--- src/wdt_map.svh ---
// field widths, reset values and timing figures of the watchdog
`ifndef WDT_MAP_SVH
`define WDT_MAP_SVH
`define WDT_CNT_W 16
`define WDT_REL_W 16
`define WDT_PRE_W 14
`define WDT_DIV_SLOW 16384
`define WDT_DIV_FAST 256
`define WDT_CNT_MAX 16'hffff
`define WDT_DEF_RELOAD 16'hff00
`define WDT_DEF_SEL_FAST 1'b1
`define WDT_REF_CLK_KHZ 10000
`define WDT_DEF_INTERVAL_NS 6500000
`define WDT_MCLK_PERIOD_NS 25
`endif

--- src/wdt_pkg.sv ---
// types shared by the watchdog design files
package wdt_pkg;
  typedef enum logic [1:0] {
    WDT_RUN = 2'b00,
    WDT_PREWARN = 2'b01,
    WDT_TRIP = 2'b10
  } wdt_state_type;

  // one-cycle strobes from the core's instruction decoder
  typedef struct packed {
    logic service;
    logic disable_watchdog_instruction;
    logic enable_watchdog_instruction;
  } wdt_cmd_type;

  // configuration write: prescaler select (1 = divide by 256) and reload word
  // a full 16-bit reload lets the interval shrink to a single tick
  typedef struct packed {
    logic wr;
    logic sel_fast;
    logic [15:0] reload_value_field;
  } wdt_cfg_type;
endpackage

--- src/wdt_timer.sv ---
// watchdog timer: 16-bit up counter, prewarning then reset request
`timescale 1ns/1ps
`include "wdt_map.svh"
// What this block does
// RQ1 - comes up enabled after every reset
// RQ2 - disable and enable instructions stop, restart it
// RQ3 - software services before overflow while enabled
// RQ4 - overflow gives prewarning, then reset request
// RQ5 - 16-bit counter, tick divides by 16384/256
// RQ6 - counter loads from programmable reload field
// RQ7 - service reloads counter and clears prescaler
// RQ8 - default settings give 6.5 ms at 10 MHz
// RQ9 - counts up, overflow on wrap past all-ones
module wdt_timer (
  input wire logic mclk,
  input wire logic rstn,
  input wire logic clk_en,
  input wdt_pkg::wdt_cmd_type cmd,
  input wdt_pkg::wdt_cfg_type cfg,
  output logic enabled_r,
  output logic [`WDT_CNT_W-1:0] count_r,
  output logic [`WDT_REL_W-1:0] reload_r,
  output logic sel_fast_r,
  output logic prewarn_irq_r,
  output logic reset_req_r
);
  wdt_pkg::wdt_state_type state_r;
  wdt_pkg::wdt_state_type state_nxt;
  logic enabled_nxt;
  logic [`WDT_CNT_W-1:0] count_nxt;
  logic [`WDT_REL_W-1:0] reload_nxt;
  logic sel_fast_nxt;
  logic prewarn_nxt;
  logic reset_req_nxt;
  logic tick;
  logic [`WDT_PRE_W-1:0] pre_cnt;
  logic pre_run;
  logic pre_clr;
  logic svc_ok;
  logic wrap;
  logic [`WDT_CNT_W-1:0] reload_word;

  // once a reset request is out nothing but rstn takes it back
  assign svc_ok = cmd.service && (state_r != wdt_pkg::WDT_TRIP);
  assign pre_run = enabled_r && (state_r != wdt_pkg::WDT_TRIP);
  assign pre_clr = svc_ok; // RQ7
  assign wrap = pre_run && tick && (count_r == `WDT_CNT_MAX); // RQ9
  assign reload_word = reload_r; // RQ6

  wdt_prescaler u_pre (
    .mclk(mclk),
    .rstn(rstn),
    .clk_en(clk_en),
    .run(pre_run),
    .clr(pre_clr),
    .sel_fast(sel_fast_r),
    .tick_r(tick),
    .cnt_r(pre_cnt)
  );

  always_comb begin
    reload_nxt = reload_r;
    sel_fast_nxt = sel_fast_r;
    if (cfg.wr) begin
      reload_nxt = cfg.reload_value_field; // RQ6
      sel_fast_nxt = cfg.sel_fast; // RQ5
    end
  end

  always_comb begin
    state_nxt = state_r;
    enabled_nxt = enabled_r;
    count_nxt = count_r;
    prewarn_nxt = 1'b0;
    reset_req_nxt = reset_req_r;
    if (state_r != wdt_pkg::WDT_TRIP) begin
      // disable wins when both strobes come together
      if (cmd.disable_watchdog_instruction) begin
        enabled_nxt = 1'b0; // RQ2
      end else if (cmd.enable_watchdog_instruction) begin
        enabled_nxt = 1'b1; // RQ2
      end
    end
    case (state_r)
      wdt_pkg::WDT_RUN: begin
        if (svc_ok) begin
          count_nxt = reload_word; // RQ7
        end else if (wrap) begin
          count_nxt = reload_word; // RQ9
          prewarn_nxt = 1'b1; // RQ4
          state_nxt = wdt_pkg::WDT_PREWARN;
        end else if (pre_run && tick) begin
          count_nxt = count_r + `WDT_CNT_W'(1); // RQ5
        end
      end
      wdt_pkg::WDT_PREWARN: begin
        // a late service still rescues the system during the prewarning period
        if (svc_ok) begin
          count_nxt = reload_word; // RQ7
          state_nxt = wdt_pkg::WDT_RUN;
        end else if (wrap) begin
          reset_req_nxt = 1'b1; // RQ4
          state_nxt = wdt_pkg::WDT_TRIP;
        end else if (pre_run && tick) begin
          count_nxt = count_r + `WDT_CNT_W'(1);
        end
      end
      wdt_pkg::WDT_TRIP: begin
        reset_req_nxt = 1'b1;
      end
      default: begin
        state_nxt = wdt_pkg::WDT_TRIP;
        reset_req_nxt = 1'b1;
      end
    endcase
  end

  always_ff @(posedge mclk or negedge rstn) begin
    if (!rstn) begin
      state_r <= wdt_pkg::WDT_RUN;
      enabled_r <= 1'b1; // RQ1
      count_r <= `WDT_DEF_RELOAD; // RQ8
      reload_r <= `WDT_DEF_RELOAD; // RQ8
      sel_fast_r <= `WDT_DEF_SEL_FAST; // RQ8
      prewarn_irq_r <= 1'b0;
      reset_req_r <= 1'b0;
    end else if (clk_en) begin
      state_r <= state_nxt;
      enabled_r <= enabled_nxt;
      count_r <= count_nxt;
      reload_r <= reload_nxt;
      sel_fast_r <= sel_fast_nxt;
      prewarn_irq_r <= prewarn_nxt;
      reset_req_r <= reset_req_nxt;
    end
  end

  // helper: marks the first clock after reset release
  logic seen_r;
  always_ff @(posedge mclk or negedge rstn) begin
    if (!rstn) begin
      seen_r <= 1'b0;
    end else begin
      seen_r <= 1'b1;
    end
  end

  // default ticks to overflow times tick period, in ns at the 10 MHz reference
  localparam int DEF_TICKS = 65536 - int'(`WDT_DEF_RELOAD);
  localparam int DEF_CYC = DEF_TICKS * `WDT_DIV_FAST;
  localparam int DEF_NS = DEF_CYC * (1000000 / `WDT_REF_CLK_KHZ);

  a_reset_enabled: assert property (@(posedge mclk) disable iff (!rstn) // RQ1
    !seen_r |-> enabled_r && !reset_req_r && state_r == wdt_pkg::WDT_RUN)
    else $error("watchdog not running after reset");

  a_disable_stops: assert property (@(posedge mclk) disable iff (!rstn) // RQ2
    clk_en && cmd.disable_watchdog_instruction && state_r != wdt_pkg::WDT_TRIP
    |=> !enabled_r ##1 ($stable(count_r) || $past(cmd.service)))
    else $error("disable did not stop watchdog");

  a_enable_starts: assert property (@(posedge mclk) disable iff (!rstn) // RQ2
    clk_en && cmd.enable_watchdog_instruction && !cmd.disable_watchdog_instruction
    && state_r != wdt_pkg::WDT_TRIP |=> enabled_r)
    else $error("enable did not restart watchdog");

  a_overflow_prewarn: assert property (@(posedge mclk) disable iff (!rstn) // RQ4
    clk_en && wrap && !svc_ok && state_r == wdt_pkg::WDT_RUN
    |=> prewarn_irq_r && !reset_req_r && state_r == wdt_pkg::WDT_PREWARN)
    else $error("overflow gave no prewarning");

  a_prewarn_first: assert property (@(posedge mclk) disable iff (!rstn) // RQ4
    $rose(reset_req_r) |-> $past(state_r) == wdt_pkg::WDT_PREWARN)
    else $error("reset request without prewarning");

  a_count_tick: assert property (@(posedge mclk) disable iff (!rstn) // RQ5
    clk_en && pre_run && tick && !svc_ok && count_r != `WDT_CNT_MAX
    |=> count_r == $past(count_r) + `WDT_CNT_W'(1))
    else $error("counter did not advance on tick");

  a_tick_spacing: assert property (@(posedge mclk) disable iff (!rstn) // RQ5
    tick && $past(clk_en) && $past(sel_fast_r)
    |-> $past(pre_cnt[7:0]) == 8'(`WDT_DIV_FAST - 1))
    else $error("fast tick off the 256 boundary");

  a_slow_spacing: assert property (@(posedge mclk) disable iff (!rstn) // RQ5
    tick && $past(clk_en) && !$past(sel_fast_r) |-> $past(pre_cnt) == `WDT_PRE_W'(`WDT_DIV_SLOW - 1))
    else $error("slow tick off the 16384 boundary");

  a_trip_sticky: assert property (@(posedge mclk) disable iff (!rstn) // RQ4
    reset_req_r |=> reset_req_r)
    else $error("reset request dropped before reset");

  a_prewarn_pulse: assert property (@(posedge mclk) disable iff (!rstn) // RQ4
    clk_en && prewarn_irq_r |=> !prewarn_irq_r)
    else $error("prewarning longer than one cycle");

  a_cfg_store: assert property (@(posedge mclk) disable iff (!rstn) // RQ6
    clk_en && cfg.wr |=> reload_r == $past(cfg.reload_value_field))
    else $error("reload field not stored");

  a_svc_reload: assert property (@(posedge mclk) disable iff (!rstn) // RQ7
    clk_en && svc_ok |=> count_r == $past(reload_r) && pre_cnt == '0)
    else $error("service did not reload and clear prescaler");

  a_default_cfg: assert property (@(posedge mclk) disable iff (!rstn) // RQ8
    !seen_r |-> reload_r == `WDT_DEF_RELOAD && sel_fast_r == `WDT_DEF_SEL_FAST
    && DEF_NS >= `WDT_DEF_INTERVAL_NS)
    else $error("default interval settings wrong");

  a_wrap_reload: assert property (@(posedge mclk) disable iff (!rstn) // RQ9
    clk_en && wrap && !svc_ok && state_r == wdt_pkg::WDT_RUN
    |=> count_r == $past(reload_r))
    else $error("wrap did not reload counter");

  c_service: cover property (@(posedge mclk) disable iff (!rstn)
    clk_en && svc_ok && state_r == wdt_pkg::WDT_RUN);
  c_prewarn: cover property (@(posedge mclk) disable iff (!rstn) $rose(prewarn_irq_r));
  c_trip: cover property (@(posedge mclk) disable iff (!rstn) $rose(reset_req_r));
  c_rescue: cover property (@(posedge mclk) disable iff (!rstn)
    clk_en && svc_ok && state_r == wdt_pkg::WDT_PREWARN);
  c_slow_tick: cover property (@(posedge mclk) disable iff (!rstn)
    tick && !sel_fast_r);
endmodule

--- src/wdt_prescaler.sv ---
// prescaler dividing the system clock by 16384 or 256
`timescale 1ns/1ps
`include "wdt_map.svh"
module wdt_prescaler (
  input wire logic mclk,
  input wire logic rstn,
  input wire logic clk_en,
  input wire logic run,
  input wire logic clr,
  input wire logic sel_fast,
  output logic tick_r,
  output logic [`WDT_PRE_W-1:0] cnt_r
);
  localparam logic [`WDT_PRE_W-1:0] TERM_SLOW = `WDT_PRE_W'(`WDT_DIV_SLOW - 1);
  localparam logic [`WDT_PRE_W-1:0] TERM_FAST = `WDT_PRE_W'(`WDT_DIV_FAST - 1);

  logic [`WDT_PRE_W-1:0] cnt_nxt;
  logic tick_nxt;
  logic term;

  always_comb begin
    term = sel_fast ? (cnt_r[7:0] == TERM_FAST[7:0]) : (cnt_r == TERM_SLOW); // RQ5
    cnt_nxt = cnt_r;
    tick_nxt = 1'b0;
    if (clr) begin
      cnt_nxt = '0; // RQ7
    end else if (run) begin
      if (term) begin
        cnt_nxt = '0;
        tick_nxt = 1'b1;
      end else begin
        cnt_nxt = cnt_r + `WDT_PRE_W'(1);
      end
    end
  end

  always_ff @(posedge mclk or negedge rstn) begin
    if (!rstn) begin
      cnt_r <= '0;
      tick_r <= 1'b0;
    end else if (clk_en) begin
      cnt_r <= cnt_nxt;
      tick_r <= tick_nxt;
    end
  end
endmodule

--- config.mk ---
export PLATFORM = sky130hd
export DESIGN_NAME = wdt_timer
export DESIGN_NICKNAME = d
export VERILOG_FILES = /design/src/wdt_pkg.sv /design/src/wdt_timer.sv /design/src/wdt_prescaler.sv
export VERILOG_INCLUDE_DIRS = /design/src
export SDC_FILE = /design/constraint.sdc
export NUM_CORES = 1
export LEC_CHECK = 0
export BUFFER_PORTS_ARGS = -buffer_cell sky130_fd_sc_hd__buf_2
export CORE_AREA = 2 2 76 96
export CTS_BUF_LIST = sky130_fd_sc_hd__clkbuf_8
export CTS_CLUSTER_SIZE = 14
export DETAILED_ROUTE_END_ITERATION = 10
export DIE_AREA = 0 0 78 98
export PLACE_DENSITY = 0.66
export SYNTH_ARGS = -nofsm -noshare
export SYNTH_HDL_FRONTEND = slang
export SYNTH_HIERARCHICAL = 1
export SYNTH_SLANG_ARGS = --single-unit
--- constraint.sdc ---
create_clock -name mclk -period 3.9 [get_ports mclk]
set_input_delay 0.195 -clock mclk [delete_from_list [all_inputs] [get_ports mclk]]
set_output_delay 0.195 -clock mclk [all_outputs]
set_load 0.03 [all_outputs]
==> results of run 1 <==
[synth_stat cells, drive strengths merged (4+ instances only)]
cell,instances,area [um^2]
dfrtp,35,876
o22ai,4,25.0
inv,11,41.3
and2,5,32.5
and3,5,31.3
mux2i,9,90.1
nor3,4,20.0
nand2,21,78.8
dfstp,18,473
a21oi,23,115
a2bb2oi,10,87.6
o21ai,10,50.0
buf,6,60.1
nand3,18,95.1
nand4,9,56.3
o32ai,4,35.0
xnor2,4,35.0
clkbuf,5,18.8
xor2,5,43.8
a31oi,7,43.8
nor2,10,37.5
mux2,17,191
[sequential cells by signal, indices dropped and copies added, names as in the netlist]
name / flops
reset_req_r: 1
reload_r: 16
sel_fast_r: 1
state_r: 2
u_pre/cnt_r: 14
count_r: 16
enabled_r: 1
u_pre/tick_r: 1
prewarn_irq_r: 1
[per-layer routing]
metal,share of wire,global-route usage,up-vias
li1,-,-,1186
met1,0.40,0.240,1206
met2,0.52,0.324,79
met3,0.074,0.0499,6
met4,0.0075,0.0486,0
met5,0,0,-
[through the flow]
step	hold WS, ns	power (mW)	cell area [um^2]	util
after floorplan	-0.101	0.979	2970	-
final	0.0509	1.40	3400	0.500
after detailed placement	0.154	1.11	3310	0.486
after global routing	0.0385	1.47	3400	0.500
after CTS	0.0402	1.41	3400	0.500
after global placement	0.153	1.11	3310	0.486
[how the worst min path moves through the flow]
stage	start	endpoint	slack, ns	cells after the start
after floorplan	rstn	count_r[0]$_DFFE_PN0P_	-0.10	0
after global placement	rstn	count_r[5]$_DFFE_PN0P_	0.15	1
after detailed placement	rstn	count_r[5]$_DFFE_PN0P_	0.15	1
after CTS	cmd[1]	enabled_r$_DFFE_PN1P_	0.04	2
after global routing	cmd[1]	enabled_r$_DFFE_PN1P_	0.04	2
final	cmd[1]	enabled_r$_DFFE_PN1P_	0.05	2
[cells in the final DEF, fill, tap and decap left out, types with 6 or more instances in the layout]
cell and instances:
nand4_1 9, dfstp_2 18, a21oi_1 23, mux2i_1 9
nand3_1 17, nor2_1 10, a31oi_1 6, o21ai_0 9
inv_1 13, nand2_1 21, a2bb2oi_1 10, buf_2 59
mux2_2 17, dfrtp_1 35
[worst register-to-register path, delay by kind of cell (launching register included)]
| kind | cells | cell delay, ns |
|---|---|---|
| compound gates | 2 | 0.93 |
| flops | 1 | 0.56 |
| mux | 1 | 0.28 |
| simple gates | 2 | 0.88 |
[power breakdown]
group | total [mW] | switching [mW] | internal [mW]
clock | 0.300 | 0.177 | 0.122
sequential | 0.718 | 0.0794 | 0.638
combinational | 0.382 | 0.248 | 0.134
total | 1.40 | 0.505 | 0.894
[logic make-up after synthesis]
group	count (synthesis)	synth area share
flops	53	0.455
buf+inv	22	0.0405
xor+xnor	9	0.0266
mux	26	0.0949
simple gates	91	0.171
fa+ha+maj	2	0.00843
compound gates	81	0.204
[layout make-up]
cell class | count | share of cell area
repair buffers | 61 | 0.0919
clock inverters | 3 | 0.00441
flip-flops and latches | 53 | 0.396
multi-input cells | 209 | 0.442
inverters | 11 | 0.0121
well taps | 90 | 0.0331
clock buffers | 5 | 0.0202
==> impl_summary.log, run 1 <==
INFO  metric yosysSeqAreaShare = 0.455
INFO  metric remaining_drc_errors = 0
INFO  metric die_width = 78 um
INFO  metric clock_sink_count = 53
INFO  metric antenna_found_initial = 0
INFO  metric via_per_inst = ~5.7
INFO  metric slew_viols_final = 0
INFO  metric grt_util_all_layers = 0.190
INFO  metric cts-resized-gates = 0
INFO  metric fmaxAchievable = 366 MHz
INFO  metric r2r.worst_path.cells = 5
INFO  metric grt_setup_unrepaired = no
INFO  metric fin_worst_skew = around 0.0073 ns
INFO  metric cts_hold_bufs = 1
INFO  metric r2r_slack = 1.17 ns
INFO  metric worst-path-buf-inv = 0
INFO  metric final.period_utilization = 0.700
INFO  metric cp-endpoint = count_r[15]$_DFFE_PN1P_
INFO  metric synthDistinctLibCells = 58
INFO  metric criticalPathCategory = flip-flop to flip-flop
INFO  metric synthesis.instances = roughly 280
INFO  metric post_drt_wl_per_cell = 16.3 um
INFO  metric ant_nets = 0
INFO  metric port-buffer-count = 59
INFO  metric cts_inserted_buffers = 5
INFO  metric synth-async-reset-ratio = 1.00
INFO  metric report.final.setup_viol = 0
INFO  metric slowest_stage = nor4b_2
INFO  metric diodes_inserted = 0
INFO  metric power_leakage = 1.45 nW
INFO  metric worst-path-max-fanout = 21
INFO  metric die_h = 98 um
INFO  metric drv.max_cap_violation_count = 0
INFO  metric cp_num_cells = 5
INFO  metric pre_cts_slack = 1.23 ns
INFO  metric hold_viol_final = 0
INFO  metric critPathRequiredTime = 4.13 ns
INFO  metric postCtsSetupRepairBufs = 0
INFO  metric cts.clk_slew.worst_paths = 0.09 ns
INFO  metric wirelength = 7.06 mm
INFO  metric delay_heaviest_family_cp = compound AO/OA/AOI/OAI gates
INFO  metric gp_congestion = 0.893
INFO  metric layout.area.seq = 1350 um^2
INFO  metric worstSkewPairLatency = 0.31 ns
INFO  metric min-delay-path-class = input port to flip-flop
INFO  metric finalWorstSetupSlack = 1.17 ns
INFO  metric cp-start-kind = flip-flop
INFO  metric nFillCells = ~670
INFO  metric routed-via-count = 2477
INFO  metric coreArea = between 6000 and 7000 um^2
INFO  metric ctsLongestPathBuffers = 2
INFO  metric timing.critical_path.slowest_cell_delay = between 0.7 and 0.8 ns
INFO  metric synth_ff_type = dfrtp_1
INFO  metric final.setup.tns = 0 ns
INFO  metric status = completed
INFO  metric vdd.ir_drop.worst = 0.000193 V
INFO  metric cp_cell_sequence = nand2_1, nor4b_2, a31oi_2, mux2i_1, a211oi_2
INFO  metric post_synth_edffs = 0
INFO  metric clock_tree_from_tritoncts = built
INFO  metric first_global_vias = 2436
INFO  metric synth.ff_latch_count = between 50 and 60
INFO  metric initial_cell_density_of_the_core = 0.436
INFO  metric drt_iter0_drc = 168
INFO  metric yosys_warnings = 6
INFO  metric timing.rr.start = enabled_r$_DFFE_PN1P_
INFO  metric grt.overflow.total = 0
INFO  metric multi_input_area = 1500 um^2
INFO  metric num_rows = 34
INFO  metric slew_at_the_pin_closest_to_its_max_slew_limit = 1.26 ns
INFO  metric areaGrowthSynthToFinish = 14.7%
INFO  metric synth.avg_cell_area = 10.4 um^2
INFO  metric synthesis.area = just under 3000 um^2
INFO  metric dpl.cell_count = around 420
INFO  metric drt_pass1_iterations = 4
INFO  metric final-instance-count-excl-fill = 432
INFO  metric root_buffer = clkbuf_8
INFO  metric clock_tree.htree_level_count = 2
INFO  metric timing.final.crit_period = 2.73 ns
INFO  metric relSlewSlack = 0.159
INFO  metric worstPathArrival = 2.96 ns
INFO  metric place.detailed.hpwl = 5.22 mm
INFO  metric grt_pass1_wl = 11.8 mm
INFO  metric power_density = 411 nW/um^2
INFO  metric pin_count_of_the_biggest_net_entering_global_routing = 36
INFO  metric cp_launch_point = enabled_r$_DFFE_PN1P_
INFO  metric end_kind = flip-flop
INFO  metric worstReg2RegEnd = count_r[15]$_DFFE_PN1P_
INFO  metric drive_gt1_frac = 0.345
INFO  metric floorplan.io_pins = 60
INFO  metric die_area = 7640 um^2
INFO  metric syn-num-nets = 310
INFO  metric finalNetCount = 367
(Power assumes the default switching activity.)
==> run 2: changes to the inputs <==
--- a/config.mk
+++ b/config.mk
@@ -12,7 +12,7 @@
 export CTS_CLUSTER_SIZE = 14
 export DETAILED_ROUTE_END_ITERATION = 10
 export DIE_AREA = 0 0 78 98
-export PLACE_DENSITY = 0.66
+export PLACE_DENSITY = 0.69
 export SYNTH_ARGS = -nofsm -noshare
 export SYNTH_HDL_FRONTEND = slang
 export SYNTH_HIERARCHICAL = 1
==> constraint.sdc (replaced) <==
create_clock -name mclk -period 2.35 [get_ports mclk]
set_input_delay 0.1175 -clock mclk [delete_from_list [all_inputs] [get_ports mclk]]
set_output_delay 0.1175 -clock mclk [all_outputs]
set_load 0.03 [all_outputs]
==> run 2 against run 1 <==
  * Combinational power grew 73%
  * Sequential share of layout area shrank 1.2 points
  * Via count grew 2.3%
  * Clock power grew 78%
  * Setup slack lost 1.0 ns
  * Die area is the same
  * Sequential cell count is the same
  * Global-route usage grew 0.36 points
  * Non-clock buffer count grew 12
  * Critical path type unchanged
  * Largest power group unchanged
==> impl_summary.log, run 2 (synthesis gave the netlist of run 1 again) <==
INFO  metric grtUsageMet1 = 0.227 (-0.0134)
INFO  metric nFillCells = 634 (-4.9%)
INFO  metric number_of_cells_on_the_worst_hold_path = 2 (unchanged)
INFO  metric post_drt_wl_per_cell = 16.1 um (-1.6%)
INFO  metric regs_by_ff_count = count_r: 16 flops, reload_r: 16 flops, u_pre/cnt_r: 14 flops
INFO  metric floorplan.io_pins = 60 (unchanged)
INFO  metric hold_ws = 0.0244 ns (-0.0264 ns)
INFO  metric grt_setup_unrepaired = no
INFO  metric power.share.clock = 0.225 (+0.011)
INFO  metric worst-path-max-fanout = 8 (-62%)
INFO  metric die_area = 7640 um^2 (unchanged)
INFO  metric ant_nets = 0 (unchanged)
INFO  metric cp-start-kind = flip-flop
INFO  metric gp_congestion = 0.914 (+2.4%)
INFO  metric clock_sink_count = 53 (unchanged)
INFO  metric clock_tree.htree_level_count = 2 (unchanged)
INFO  metric power_density = 678 nW/um^2 (+65%)
INFO  metric vdd.ir_drop.worst = 0.000341 V (+77%)
INFO  metric grt.overflow.total = 0 (unchanged)
INFO  metric worstSkewPairLatency = 0.32 ns (about the same)
INFO  metric final_common_cell = buf_2
INFO  metric diodes_inserted = 0 (unchanged)
INFO  metric mostFrequentLayoutCells = buf_2, dfrtp_1, a21oi_1
INFO  metric power_report.internal_total = 1.53 mW (+72%)
INFO  metric remaining_drc_errors = 0 (unchanged)
INFO  metric areaGrowthSynthToFinish = 18.2%
INFO  metric num_rows = 34 (unchanged)
INFO  metric drv.max_cap_violation_count = 0 (unchanged)
INFO  metric via_per_inst = 5.70 (-0.50%)
INFO  metric routed-via-count = 2533 (+2.3%)
INFO  metric cts.clk_slew.worst_paths = 0.11 ns (+0.02 ns)
INFO  metric swShare = 0.355 (-0.00586)
INFO  metric wirelength = 7.13 mm (+1.1%)
INFO  metric timing.final.crit_period = 2.18 ns (-0.555 ns)
INFO  metric coreArea = 6810 um^2 (unchanged)
INFO  metric power_frac_seq = 0.498 (-0.015)
INFO  metric slew_viols_final = 0 (unchanged)
INFO  metric drive_gt1_frac = 0.367 (+0.0222)
INFO  metric status = completed
INFO  metric postCtsSetupRepairBufs = 0 (unchanged)
INFO  metric met2_usage = 0.353 (+0.0298)
INFO  metric pin_count_of_the_biggest_net_entering_global_routing = 39 (+8.3%)
INFO  metric end_kind = flip-flop
INFO  metric criticalPathCategory = flip-flop to flip-flop
INFO  metric fin_worst_skew = 0.0185 ns (+0.0112 ns)
INFO  metric cts_inserted_buffers = 5 (unchanged)
INFO  metric power_switching = 0.844 mW (+67%)
INFO  metric place.detailed.hpwl = 5.37 mm (+2.9%)
INFO  metric grt_util_all_layers = 0.194 (+0.00356)
INFO  metric worstPathArrival = 2.40 ns (-0.56 ns)
INFO  metric grt_use_met3 = 0.0296 (-0.0203)
INFO  metric port-buffer-count = 59 (unchanged)
INFO  metric hold_viol_final = 0 (unchanged)
INFO  metric cts-resized-gates = 0 (unchanged)
INFO  metric first_global_vias = 2434 (-0.082%)
INFO  metric slew_at_the_pin_closest_to_its_max_slew_limit = 0.828 ns (-0.429 ns)
INFO  metric r2r.worst_path.cells = 5 (unchanged)
INFO  metric final.setup.tns = 0 ns (unchanged)
INFO  metric critPathRequiredTime = 2.57 ns (-1.56 ns)
INFO  metric die_h = 98 um (unchanged)
INFO  metric slowest_stage = or4b_4
INFO  metric initial_cell_density_of_the_core = 0.436 (unchanged)
INFO  metric grt_pass1_wl = 11.8 mm (-0.52%)
INFO  metric die_width = 78 um (unchanged)
INFO  metric grt_busiest_layer = met2
INFO  metric finalNetCount = 379 (+3.3%)
INFO  metric min-delay-path-class = input port to flip-flop
INFO  metric drt_pass1_iterations = 4 (unchanged)
INFO  metric share_comb_of_total_power = 0.277 (+0.004)
INFO  metric relSlewSlack = 0.448 (+0.289)
INFO  metric drt_iter0_drc = 163 (-3.0%)
INFO  metric timing.critical_path.slowest_cell_delay = 0.63 ns (-0.10 ns)
INFO  metric clock_tree_from_tritoncts = built
INFO  metric fmaxAchievable = 459 MHz (+25%)
INFO  metric antenna_found_initial = 0 (unchanged)
INFO  metric ctsLongestPathBuffers = 2 (unchanged)
INFO  metric root_buffer = clkbuf_8
INFO  metric cts_hold_bufs = 2 (+1)
INFO  metric cp_cell_sequence = nor2b_1, or4b_4, o31ai_2, o21ai_0, a22oi_1
INFO  metric final.period_utilization = 0.926 (+0.226)
INFO  metric power_leakage = 1.51 nW (+4.2%)
INFO  metric report.final.setup_viol = 0 (unchanged)
run 2: final cells by class:
type | instances | area (um^2) | share of cell area
Sequential cell | 53 | 1350 | 0.385
Multi-Input combinational cell | 209 | 1500 | 0.429
Clock buffer | 6 | 82.6 | 0.0236
Tap cell | 90 | 113 | 0.0321
Inverter | 11 | 41.3 | 0.0118
Clock inverter | 2 | 11.3 | 0.00321
Timing Repair Buffer | 73 | 405 | 0.116
run 2: path summary, 6_finish.rpt:
kind | start | endpoint | slack (ns)
max | state_r[1]$_DFFE_PN0P_ | count_r[5]$_DFFE_PN0P_ | 0.17
min | cfg[15] | reload_r[15]$_DFFE_PN1P_ | 0.02
max in group asynchronous | rstn | u_pre/cnt_r[0]$_DFFE_PN0P_ | 1.24
min reg2reg | reset_req_r$_DFFE_PN0P_ | reset_req_r$_DFFE_PN0P_ | 0.46
min in group asynchronous | rstn | u_pre/cnt_r[11]$_DFFE_PN0P_ | 0.43
max reg2reg | state_r[1]$_DFFE_PN0P_ | count_r[5]$_DFFE_PN0P_ | 0.17
run 2: metal layers:
| metal | vias to the layer above | share of wire |
|---|---|---|
| met1 | 1229 | 0.40 |
| met3 | 16 | 0.038 |
| met2 | 77 | 0.54 |
| met5 | - | 0 |
| li1 | 1211 | - |
| met4 | 0 | 0.024 |
run 2: critical path: cells and delay by family, from the launching register on:
| family | cells | cell delay (ns) |
|---|---|---|
| AO/OA/AOI/OAI | 3 | 0.75 |
| flip-flops | 1 | 0.47 |
| AND/OR/NAND/NOR | 2 | 0.87 |
run 2: through the flow:
step           worst slack, ns  instances   util  power (mW)  area, um^2
6_report                 0.173        444  0.515        2.38        3510
5_1_grt                 0.0640        444  0.515        2.51        3510
4_1_cts                  0.191        444  0.515        2.40        3510
3_5_place_dp             0.231        434  0.498        1.87        3390
3_3_place_gp             0.270        434  0.498        1.85        3390
2_1_floorplan            0.107        284      -        1.63        2970
run 2: power by group through the flow:
stage / clock network [mW] / logic, mW / registers [mW]
floorplan: 0 / 0.256 / 1.37
global placement: 0 / 0.655 / 1.20
detailed placement: 0 / 0.663 / 1.20
CTS: 0.550 / 0.667 / 1.19
global route: 0.589 / 0.712 / 1.21
finish: 0.535 / 0.660 / 1.18
